$ cat src/ovf_pkg.sv
package ovf_pkg;
  localparam int unsigned RESP_MSB    = 7;
  localparam int unsigned RESP_LSB    = 6;
  localparam int unsigned RETRY_MSB   = 5;
  localparam int unsigned RETRY_LSB   = 3;
  localparam int unsigned DELAY_MSB   = 2;
  localparam int unsigned DELAY_LSB   = 0;
  localparam logic [7:0]  ACTION_RESET = 8'h80;
  localparam logic [1:0]  RESP_IGNORE  = 2'h0;
  localparam logic [1:0]  RESP_DELAY   = 2'h1;
  localparam logic [1:0]  RESP_RETRY   = 2'h2;
  localparam logic [1:0]  RESP_HOLD    = 2'h3;
  localparam logic [2:0]  RETRY_NONE   = 3'h0;
  localparam logic [2:0]  RETRY_ALWAYS = 3'h7;
  localparam logic [15:0] UNIT_CYCLES_DEFAULT = 16'h0064;

  typedef enum logic [6:0] {
    ST_RUN     = 7'h01,
    ST_DELAY   = 7'h02,
    ST_OFFWAIT = 7'h04,
    ST_TRY     = 7'h08,
    ST_LATCHED = 7'h10,
    ST_HOLD    = 7'h20,
    ST_CMDOFF  = 7'h40
  } ovf_state_t;
endpackage : ovf_pkg

$ cat src/ovf_unit_tick.sv
`timescale 1ns/1ps
module ovf_unit_tick #(
  parameter int unsigned CNT_W = 16
) (
  input  wire logic             clk_in,
  input  wire logic             rst_n_in,
  input  wire logic             restart_in,
  input  wire logic [CNT_W-1:0] unit_cycles_in,
  output logic                  tick_out
);
  // Below two bits the end compare cannot tell one cycle from two
  if (CNT_W < 2)
  begin : g_bad_cnt_w
    $error("ovf_unit_tick: CNT_W too small");
  end

  logic [CNT_W-1:0] count;
  // Zero unit length behaves as one cycle
  wire logic        at_end = (count + 1'b1 >= unit_cycles_in);

  always_ff @(posedge clk_in or negedge rst_n_in)
  begin
    if (!rst_n_in)
    begin
      count    <= '0;
      tick_out <= 1'b0;
    end
    else if (restart_in)
    begin
      count    <= '0;
      tick_out <= 1'b0;
    end
    else
    begin
      count    <= at_end ? '0 : count + 1'b1;
      tick_out <= at_end;
    end
  end
endmodule : ovf_unit_tick

$ cat src/ovf_fault_ctrl.sv
`timescale 1ns/1ps
module ovf_fault_ctrl #(
  parameter int unsigned UNIT_W = 16
) (
  input  wire logic              sys_clk_in,
  input  wire logic              resetn_in,
  input  wire logic              action_wr_in,
  input  wire logic [7:0]        action_data_in,
  input  wire logic [UNIT_W-1:0] delay_unit_cycles_in,
  input  wire logic              ov_detect_in,
  input  wire logic              fault_bit_clear_in,
  input  wire logic              clear_faults_in,
  input  wire logic              output_on_cmd_in,
  input  wire logic              bias_ok_in,
  input  wire logic              other_fault_in,
  output logic [7:0]             overvoltage_fault_action_out,
  output logic                   power_enable_out,
  output logic                   fault_latched_out,
  output logic [2:0]             attempts_out,
  output logic [6:0]             state_out
);
  if (UNIT_W < 2 || UNIT_W > 32)
  begin : g_bad_unit_w
    $error("ovf_fault_ctrl: UNIT_W out of range");
  end

  function automatic logic [7:0] units_of(input logic [2:0] code);
    units_of = 8'h01 << code;
  endfunction : units_of

  // Zero retries skips the wait and latches straight away
  function automatic ovf_pkg::ovf_state_t off_state_of(input logic [2:0] tries);
    off_state_of = (tries == ovf_pkg::RETRY_NONE) ? ovf_pkg::ST_LATCHED : ovf_pkg::ST_OFFWAIT;
  endfunction : off_state_of

  logic             rst_meta;
  logic             rst_sync_n;
  logic [7:0]       overvoltage_fault_action;
  ovf_pkg::ovf_state_t state;
  ovf_pkg::ovf_state_t next_state;
  logic [7:0]       unit_count;
  logic [2:0]       attempts;
  logic             fault_latched;
  logic             unit_tick;

  // Release taken on the clock so no flop sees a runt release
  always_ff @(posedge sys_clk_in or negedge resetn_in)
  begin
    if (!resetn_in)
    begin
      rst_meta   <= 1'b0;
      rst_sync_n <= 1'b0;
    end
    else
    begin
      rst_meta   <= 1'b1;
      rst_sync_n <= rst_meta;
    end
  end

  wire logic [1:0] resp = overvoltage_fault_action[ovf_pkg::RESP_MSB:ovf_pkg::RESP_LSB];
  wire logic [2:0] retries = overvoltage_fault_action[ovf_pkg::RETRY_MSB:ovf_pkg::RETRY_LSB];
  wire logic [2:0] delay_code = overvoltage_fault_action[ovf_pkg::DELAY_MSB:ovf_pkg::DELAY_LSB];

  // Off command or bias loss wins over every state transition; an over-voltage still sets the fault flag
  wire logic cmd_off = !output_on_cmd_in || !bias_ok_in;
  wire logic user_clear = fault_bit_clear_in || clear_faults_in;
  wire logic delay_done = unit_tick && (unit_count == units_of(delay_code) - 8'h01);
  // Unlimited setting never runs out
  wire logic may_retry = (retries == ovf_pkg::RETRY_ALWAYS) || (attempts < retries);
  wire logic in_retry = (state == ovf_pkg::ST_OFFWAIT) || (state == ovf_pkg::ST_TRY);
  wire logic stop_retry = in_retry && other_fault_in;
  // Timer restarts only on entry; TRY back to OFFWAIT keeps it running
  wire logic enter_wait = (next_state == ovf_pkg::ST_OFFWAIT && state != ovf_pkg::ST_OFFWAIT
                           && state != ovf_pkg::ST_TRY)
                          || (next_state == ovf_pkg::ST_DELAY && state != ovf_pkg::ST_DELAY)
                          || (next_state == ovf_pkg::ST_TRY && state != ovf_pkg::ST_TRY);
  wire logic next_enable = (next_state == ovf_pkg::ST_RUN) || (next_state == ovf_pkg::ST_DELAY)
                           || (next_state == ovf_pkg::ST_TRY);

  // Off command checked last so it overrides every other transition
  always_comb
  begin
    next_state = state;
    unique case (state)
      ovf_pkg::ST_RUN:
      begin
        if (ov_detect_in)
        begin
          unique case (resp)
            ovf_pkg::RESP_IGNORE: next_state = ovf_pkg::ST_RUN;
            ovf_pkg::RESP_DELAY:  next_state = ovf_pkg::ST_DELAY;
            ovf_pkg::RESP_RETRY:  next_state = off_state_of(retries);
            ovf_pkg::RESP_HOLD:   next_state = ovf_pkg::ST_HOLD;
          endcase
        end
      end
      ovf_pkg::ST_DELAY:
      begin
        if (delay_done)
        begin
          if (!ov_detect_in)
            next_state = ovf_pkg::ST_RUN;
          else
            next_state = off_state_of(retries);
        end
      end
      ovf_pkg::ST_OFFWAIT:
      begin
        if (delay_done)
          next_state = may_retry ? ovf_pkg::ST_TRY : ovf_pkg::ST_LATCHED;
      end
      ovf_pkg::ST_TRY:
      begin
        // Timer keeps running so attempt starts stay one delay apart
        if (ov_detect_in)
          next_state = ovf_pkg::ST_OFFWAIT;
        else if (delay_done)
          next_state = ovf_pkg::ST_RUN;
      end
      ovf_pkg::ST_LATCHED:
      begin
        if (user_clear)
          next_state = ovf_pkg::ST_RUN;
      end
      ovf_pkg::ST_HOLD:
      begin
        if (!ov_detect_in)
          next_state = ovf_pkg::ST_RUN;
      end
      ovf_pkg::ST_CMDOFF:
      begin
        if (!cmd_off)
          next_state = ovf_pkg::ST_RUN;
      end
      default: next_state = ovf_pkg::ST_CMDOFF;
    endcase
    if (stop_retry)
      next_state = ovf_pkg::ST_LATCHED;
    if (cmd_off)
      next_state = ovf_pkg::ST_CMDOFF;
  end

  // One unit tick per delay_unit_cycles_in clocks
  ovf_unit_tick #(
    .CNT_W (UNIT_W)
  ) u_tick (
    .clk_in         (sys_clk_in),
    .rst_n_in       (rst_sync_n),
    .restart_in     (enter_wait),
    .unit_cycles_in (delay_unit_cycles_in),
    .tick_out       (unit_tick)
  );

  // Plain write strobe; address decode sits with the management link
  always_ff @(posedge sys_clk_in or negedge rst_sync_n)
  begin
    if (!rst_sync_n)
      overvoltage_fault_action <= ovf_pkg::ACTION_RESET;
    else if (action_wr_in)
      overvoltage_fault_action <= action_data_in;
  end

  always_ff @(posedge sys_clk_in or negedge rst_sync_n)
  begin
    if (!rst_sync_n)
    begin
      state      <= ovf_pkg::ST_CMDOFF;
      unit_count <= 8'h00;
    end
    else
    begin
      state <= next_state;
      if (enter_wait)
        unit_count <= 8'h00;
      else if (delay_done)
        unit_count <= 8'h00;
      else if (unit_tick)
        unit_count <= unit_count + 8'h01;
    end
  end

  // Saturates so unlimited retrying never wraps back to zero
  always_ff @(posedge sys_clk_in or negedge rst_sync_n)
  begin
    if (!rst_sync_n)
      attempts <= 3'h0;
    else if (next_state == ovf_pkg::ST_TRY && state == ovf_pkg::ST_OFFWAIT)
      attempts <= (attempts == 3'h7) ? attempts : attempts + 3'h1;
    else if (next_state == ovf_pkg::ST_RUN || next_state == ovf_pkg::ST_CMDOFF)
      attempts <= 3'h0;
  end

  // Set beats clear; off-then-on clears through the command-off state
  always_ff @(posedge sys_clk_in or negedge rst_sync_n)
  begin
    if (!rst_sync_n)
      fault_latched <= 1'b0;
    else if (ov_detect_in)
      fault_latched <= 1'b1;
    else if (user_clear || cmd_off)
      fault_latched <= 1'b0;
  end

  always_ff @(posedge sys_clk_in or negedge rst_sync_n)
  begin
    if (!rst_sync_n)
    begin
      power_enable_out             <= 1'b0;
      fault_latched_out            <= 1'b0;
      overvoltage_fault_action_out <= ovf_pkg::ACTION_RESET;
      attempts_out                 <= 3'h0;
      state_out                    <= ovf_pkg::ST_CMDOFF;
    end
    else
    begin
      power_enable_out             <= next_enable;
      fault_latched_out            <= fault_latched;
      overvoltage_fault_action_out <= overvoltage_fault_action;
      attempts_out                 <= attempts;
      state_out                    <= state;
    end
  end
endmodule : ovf_fault_ctrl

$ cat config.mk
export PLATFORM = sky130hd
export DESIGN_NAME = ovf_fault_ctrl
export DESIGN_NICKNAME = d
export VERILOG_FILES = /design/src/ovf_pkg.sv /design/src/ovf_unit_tick.sv /design/src/ovf_fault_ctrl.sv
export SDC_FILE = /design/constraint.sdc
export NUM_CORES = 1
export LEC_CHECK = 0
export BUFFER_PORTS_ARGS = -buffer_cell sky130_fd_sc_hd__buf_2
export CORE_MARGIN = 2
export CORE_UTILIZATION = 25
export CTS_CLUSTER_SIZE = 12
export DETAILED_ROUTE_END_ITERATION = 7
export GPL_ROUTABILITY_DRIVEN = 0
export SYNTH_ARGS = -nofsm -noshare
export SYNTH_HDL_FRONTEND = slang
export SYNTH_HIERARCHICAL = 1
export SYNTH_SLANG_ARGS = --single-unit
$ cat constraint.sdc
create_clock -name sys_clk_in -period 2.61 [get_ports sys_clk_in]
set_clock_uncertainty 0.05 [all_clocks]
set_input_delay 0.1305 -clock sys_clk_in [delete_from_list [all_inputs] [get_ports sys_clk_in]]
set_output_delay 0.1305 -clock sys_clk_in [all_outputs]
set_load 0.02 [all_outputs]
# Yosys cells after proc, flatten, opt, wreduce, memory -nomap -nowiden
# Cells that the tools add are included.
[totals]
regBits = 66
word_cells = 93
input_bits = 33
output_inout_bits = 20
[classes]
n_addsub = 4
n_lt_le_gt_ge = 2
n_reduce_logical = 25
n_mux = 25
shifts = 1
n_eq_ne = 22
[ops]
columns = ["operator", "n"]
rows = [
  ["$mux 7", 9],
  ["$pmux 7 s7", 1],
  ["$mux 16", 2],
  ["$pmux 7 s4", 1],
  ["$mux 8", 3],
  ["$add 16x1->16 const B", 1],
  ["$ge 16x16->1", 1],
  ["$mux 5", 3],
  ["$eq 7x1->1 const B", 2],
  ["$eq 7x2->1 const B", 2],
  ["$eq 7x3->1 const B", 2],
  ["$eq 7x4->1 const B", 2],
  ["$eq 7x7->1 const B", 2],
  ["$logic_or 1x1->1", 10],
  ["$mux 3", 3],
  ["$add 8x1->8 const B", 1],
  ["$eq 8x8->1", 1],
  ["$shl 1x3->8 const A", 1],
  ["$sub 8x1->8 const B", 1],
  ["$eq 7x5->1 const B", 1],
  ["$eq 7x6->1 const B", 1],
  ["$logic_and 1x1->1", 7],
  ["$ne 7x2->1 const B", 1],
  ["$ne 7x3->1 const B", 1],
  ["14 further kinds", 20],
]

# Logic depth before layout (Yosys ltp)
[depth]
ltp_word = 15
mapped_depth = 12
mapped_depth_nobuf = 11

# Modules after synthesis
# The synthesis kept the hierarchy.
[by_module_without_submodules]
columns = ["module", "cells_each", "seq_area_each_um2", "area_each_um2", "n_inst"]
rows = [
  ["ovf_fault_ctrl", 232, 1231.2, 2503.7, 1],
  ["ovf_unit_tick", 131, 425.4, 1396.3, 1],
]

# Worst setup path before layout
# No wires, ideal clock.
[synth_timing]
path_type = "register to register"
from = "register state[5]"
to = "register u_tick.count[10]"
setup_time_ps = 88
slack_ps = -38
period_less_slack_ps = 2648
t_required_ps = 2472
t_arrival_ps = 2510
path_stages_with_launch = 13
n_path_buf = 3
cell_sequence = "dfrtp_1 -> buf_4 -> or4_4 -> nor3_2 -> and2_1 -> buf_4 -> or3_4 -> a211oi_2 -> a21o_1 -> inv_1 -> o311ai_4 -> buf_6 -> nor3b_1"
[synth_via]
elab_chain_len = 11
elab_cells_between_ends = 32
cone_classes = "13 x eq/ne; 11 x mux; 8 x reduce/logical"
[synth_lines]
columns = ["element", "line", "text"]
rows = [
  ["from (decl)", "ovf_fault_ctrl.sv:39", "ovf_pkg::ovf_state_t state;"],
  ["from (signal assigned)", "ovf_fault_ctrl.sv:168", "state <= ovf_pkg::ST_CMDOFF;"],
  ["from (signal assigned)", "ovf_fault_ctrl.sv:173", "state <= next_state;"],
  ["$mux 7, or another cell as far along", "ovf_fault_ctrl.sv:118", "else if (delay_done)"],
  ["$mux 7 / $logic_or 1x1->1 (equally long branches)", "ovf_fault_ctrl.sv:116, ovf_fault_ctrl.sv:71", ""],
  ["$pmux 7 s7 / $logic_and 1x1->1 (equally long branches)", "ovf_fault_ctrl.sv:85, ovf_fault_ctrl.sv:72", ""],
  ["$mux 7", "ovf_fault_ctrl.sv:138", "if (stop_retry)"],
  ["$mux 7", "ovf_fault_ctrl.sv:140", "if (cmd_off)"],
  ["$eq 7x3->1", "ovf_fault_ctrl.sv:74", "wire logic enter_wait = (next_state == ovf_pkg::ST_OFFWAIT && state != ovf_pkg::ST_OFFWAIT"],
  ["$logic_and 1x1->1", "ovf_fault_ctrl.sv:74", ""],
  ["$logic_and 1x1->1", "ovf_fault_ctrl.sv:75", "&& state != ovf_pkg::ST_TRY)"],
  ["$logic_or 1x1->1", "ovf_fault_ctrl.sv:76", "|| (next_state == ovf_pkg::ST_DELAY && state != ovf_pkg::ST_DELAY)"],
  ["$logic_or 1x1->1 *", "ovf_fault_ctrl.sv:77", "|| (next_state == ovf_pkg::ST_TRY && state != ovf_pkg::ST_TRY);"],
  ["named net enter_wait", "ovf_fault_ctrl.sv:74", ""],
  ["$mux 16 *", "ovf_unit_tick.sv:28", "else if (restart_in)"],
  ["to (signal assigned)", "ovf_unit_tick.sv:35", "count <= at_end ? '0 : count + 1'b1;"],
  ["to (decl)", "ovf_unit_tick.sv:17", "logic [CNT_W-1:0] count;"],
]
# Mark *: on every way through the listed nets, which the timed path passes. The rest lies on a longest branch.
# A chain may end at the register's enable or synchronous reset.

# Worst setup path after layout
[layout_timing]
from = "register u_tick.count[1]"
to = "register u_tick.count[6]"
[layout_via]
elab_chain_len = 4
[layout_lines]
columns = ["element", "line", "text"]
rows = [
  ["$add 16x1->16 *", "ovf_unit_tick.sv:19, ovf_unit_tick.sv:35", ""],
  ["$ge 16x16->1", "ovf_unit_tick.sv:19", "wire logic at_end = (count + 1'b1 >= unit_cycles_in);"],
  ["$mux 16 *", "ovf_unit_tick.sv:35", ""],
  ["$mux 16 *", "ovf_unit_tick.sv:28", ""],
]
# Every way passes the cells marked *; elsewhere a longest branch is shown, timed or not.

==> out/qor.tcl <==
set qor(timing.reg2reg.worst_path_depth) 10
set qor(place.port_buffers) 52
set qor(worstHoldPathCells) 2
set qor(setup_viol_count_final) 17
set qor(source_of_the_worst_register_to_register_timing_path) {u_tick/count[1]}
set qor(measured_slew_at_the_worst_slew_check_pin_ns) 0.5396
set qor(fillerInstances) 1548
set qor(layout_min_cycle_time_ns) 2.685
set qor(violations) {setup timing}
set qor(startpoint) {u_tick/count[1]}
set qor(core.rowCount) 45
set qor(synth_area_per_cell_sq_um) 10.74
set qor(power_density_nw_per_um2) 681.5
set qor(clock_insertion_delay_worst_skew_ns) 0.34
set qor(cts_tree) {yes}
set qor(fin_crit_sh_pct) 102.9
set qor(finalHoldViolCount) 0
set qor(static-leakage-power_uw) 0.002393
set qor(synth.largest_area_cell) {sky130_fd_sc_hd__dfrtp_1}
set qor(rrSetupSlack_ns) -0.08
set qor(timing.setup.critical_path_class) {reg -> reg}
set qor(synth_commonest_cells) {sky130_fd_sc_hd__dfrtp_1 (62), sky130_fd_sc_hd__inv_1 (26), sky130_fd_sc_hd__nor2_1 (26), sky130_fd_sc_hd__ha_1 (22), sky130_fd_sc_hd__nand2_1 (18)}
set qor(yosysSeqAreaShare_pct) 42.48
set qor(power_switching_uw) 1059
set qor(switching_share_pct) 30.45
set qor(grt-ovfl-total) 0
set qor(cts.sinks) 66
set qor(drtAntennaViolNets) 0
set qor(cp-end-kind) {flip-flop}
set qor(start_kind) {flip-flop}
set qor(cts.path.max_buffers) 2
set qor(cts.reportedPaths.clkPinSlew_ns) 0.05
set qor(run_status) {finished with violations}
set qor(floorplan.io_pins) 53
set qor(slew_limit_headroom_pct) 63.55
set qor(stdcell_count) 658
set qor(final_cell_area_sq_um) 5105
set qor(post_synth_num_cell_types) 74
set qor(drt_iter0_drc) 160
set qor(number_of_synthesis_warnings) 6
set qor(drive_gt1_share_pct) 35.96
set qor(global_route_usage_sum_pct) 11.88
set qor(starting_utilization_of_the_core_area_pct) 25.65
set qor(flow.area_growth_from_synthesis_pct) 30.90
set qor(max-cap-violations) 0
set qor(synth.cell_area_sq_um) 3900
set qor(postSynthNetCount) 418
set qor(combPwrFrac_pct) 24.7
set qor(min-delay-path-class) {in -> reg}
set qor(yosysMostFrequentCell) {sky130_fd_sc_hd__dfrtp_1}
set qor(fin_nets) 520
set qor(numPlacedInstances) 630
set qor(core_area_sq_um) 15200
set qor(critical_path.max_fanout) 13
set qor(number_of_synthesized_flops_with_an_enable_pin) 0
set qor(place_area_sq_um) 4644
set qor(worst_r2r_endpoint) {u_tick/count[6]}
set qor(floorplan.die.width_um) 128.9
set qor(first_global_vias) 3167
set qor(ys_ff_latch) 66
set qor(initial_antenna_violation_count) 0
set qor(final-max-slew-violation-count) 0
set qor(async_flop_share_pct) 100.0
set qor(detail_route.first_pass.iterations) 4
set qor(p_clk_share_pct) 37.0
set qor(total_inserted_antenna_cells) 0
set qor(cts_root_buffer) {sky130_fd_sc_hd__clkbuf_16}
set qor(required_ns) 2.80
set qor(worst-endpoint-arrival_ns) 2.88
set qor(synth.top_cell.area_share_pct) 39.78
set qor(grt_first_pass_wirelength_mm) 15.37
set qor(grt_max_degree) 49
set qor(power.share.sequential_pct) 38.2
set qor(fmaxAchievable_ghz) 0.3724
set qor(vdd.ir_drop.worst_uv) 323.0
set qor(holdCritStartpoint) {bias_ok_in}
set qor(most_area_consuming_cells_after_synthesis) {sky130_fd_sc_hd__dfrtp_1 (40%), sky130_fd_sc_hd__ha_1 (7.1%), sky130_fd_sc_hd__xor2_1 (3.4%), sky130_fd_sc_hd__dfstp_2 (2.7%), sky130_fd_sc_hd__inv_1 (2.5%)}
set qor(design.die.area_sq_um) 16620
set qor(hold-path-endpoint) {fault_latched}
set qor(drc_errors) 0
set qor(cts_buffers) 9
set qor(viasPerCell) 4.652
set qor(detailedPlacementHpwl_mm) 6.834
set qor(cts_htree_levels) 3
set qor(postSynthCellCount) 363
set qor(vias) 3061
set qor(drt-total-wl_mm) 9.104
set qor(synthFlopType) {sky130_fd_sc_hd__dfrtp_1}
set qor(die_height_um) 128.9
set qor(power.internal_uw) 2420
set qor(rsz_0062_raised_after_global_routing) {yes}
set qor(detail_route.wl_per_cell_um) 13.84
set qor(worst_setup_slack_final_ns) -0.07524
[worst max path at each step]
stage          slack (ns)         endpoint
6_report            -0.08  u_tick/count[6]
5_1_grt             -0.27  u_tick/count[6]
4_1_cts             -0.10  u_tick/count[6]
3_5_place_dp        -0.16  u_tick/count[3]
3_3_place_gp        -0.02  u_tick/count[3]
2_1_floorplan       0.006  u_tick/count[7]
[power groups by stage]
| stage | sequential (uW) | combinational (uW) | clock [uW] |
|---|---|---|---|
| floorplan | 1350 | 531 | 0 |
| global placement | 1330 | 801 | 0 |
| detailed placement | 1350 | 830 | 0 |
| CTS | 1330 | 867 | 1330 |
| global route | 1360 | 960 | 1370 |
| finish | 1330 | 861 | 1290 |
[repair_timing]
| item | 4_1_cts | 5_1_grt |
|---|---|---|
| endpoints found under the hold margin | 10 | 0 |
| hold buffers | 9 | 0 |
| pin swaps | 4 | 1 |
| setup endpoints to repair | 17 | 19 |
| buffers inserted | 3 | 0 |
| gates resized for setup | 6 | 1 |
[final cells by class]
cell class,instances,area (sq um),share of cell area (%)
inverter,28,105.1,2.059
multi-input combinational,255,2074,40.64
sequential,66,1659,32.50
timing repair buffer,105,705.7,13.82
clock inverter,3,45.04,0.8824
clock buffer,13,280.3,5.490
tap,188,235.2,4.608
[logic make-up after synthesis]
family | share of synthesized area [%]
other cells | 0.09615
fa+ha+maj | 7.347
mux | 3.272
simple gates | 22.68
compound gates | 13.70
buf+inv | 5.037
xor+xnor | 5.390
flops | 42.48
[per-layer routing]
metal  GRT usage, %  up-vias  wire length, um
li1               -     1504                -
met1          14.74     1481             4115
met2          19.05       59             4404
met3          3.992       17              378
met4          4.795        0              205
met5              0        -                0
[state kept, by name, indices dropped and copies added (netlist names)]
signal and count:
overvoltage_fault_action 8, u_tick/count 16, overvoltage_fault_action_out 8, attempts 3
fault_latched 1, rst_meta 1, state_out 7, power_enable_out 1
attempts_out 3, state 7, unit_count 8, rst_sync_n 1
u_tick/tick_out 1, fault_latched_out 1
[per-stage QoR]
stage | setup TNS [ns] | hold WS (ns) | power [uW] | worst slack (ns) | utilization, %
after floorplan | 0 | -0.2151 | 1880 | 0.005953 | -
after global placement | -0.1407 | -0.1317 | 2135 | -0.01653 | 30.55
after detailed placement | -1.334 | -0.1318 | 2176 | -0.1577 | 30.55
after CTS | -1.476 | 0.01941 | 3521 | -0.1019 | 33.55
after global routing | -4.270 | 0.02599 | 3689 | -0.2664 | 33.58
final | -1.028 | 0.03460 | 3479 | -0.07524 | 33.58
[worst max-delay path, cell delays in order, from the launching register on]
cell                       delay [ns]
sky130_fd_sc_hd__dfrtp_1         0.38
sky130_fd_sc_hd__ha_2            0.21
sky130_fd_sc_hd__and4_1          0.22
sky130_fd_sc_hd__nand2_1         0.07
sky130_fd_sc_hd__xnor2_1         0.20
sky130_fd_sc_hd__ha_1            0.27
sky130_fd_sc_hd__and2_0          0.21
sky130_fd_sc_hd__a221oi_2        0.38
sky130_fd_sc_hd__o221ai_2        0.17
sky130_fd_sc_hd__buf_4           0.22
sky130_fd_sc_hd__nor3b_1         0.21
[placed cells by master, fill, tap and decap left out, types with 6 or more instances in the layout]
cell type	instances
sky130_fd_sc_hd__nor3_1	11
sky130_fd_sc_hd__nand4_1	7
sky130_fd_sc_hd__clkbuf_16	9
sky130_fd_sc_hd__inv_1	26
sky130_fd_sc_hd__a21oi_1	6
sky130_fd_sc_hd__a21o_1	6
sky130_fd_sc_hd__o21ai_0	8
sky130_fd_sc_hd__xnor2_1	9
sky130_fd_sc_hd__buf_2	52
sky130_fd_sc_hd__nand2_1	18
sky130_fd_sc_hd__buf_4	42
sky130_fd_sc_hd__mux2i_1	6
sky130_fd_sc_hd__xor2_1	15
sky130_fd_sc_hd__nor3b_1	11
sky130_fd_sc_hd__dlygate4sd3_1	9
sky130_fd_sc_hd__mux2_2	6
sky130_fd_sc_hd__dfrtp_1	60
sky130_fd_sc_hd__nor2_1	26
sky130_fd_sc_hd__nand3_1	14
sky130_fd_sc_hd__ha_1	21
Power figures use the tool's default switching activity.
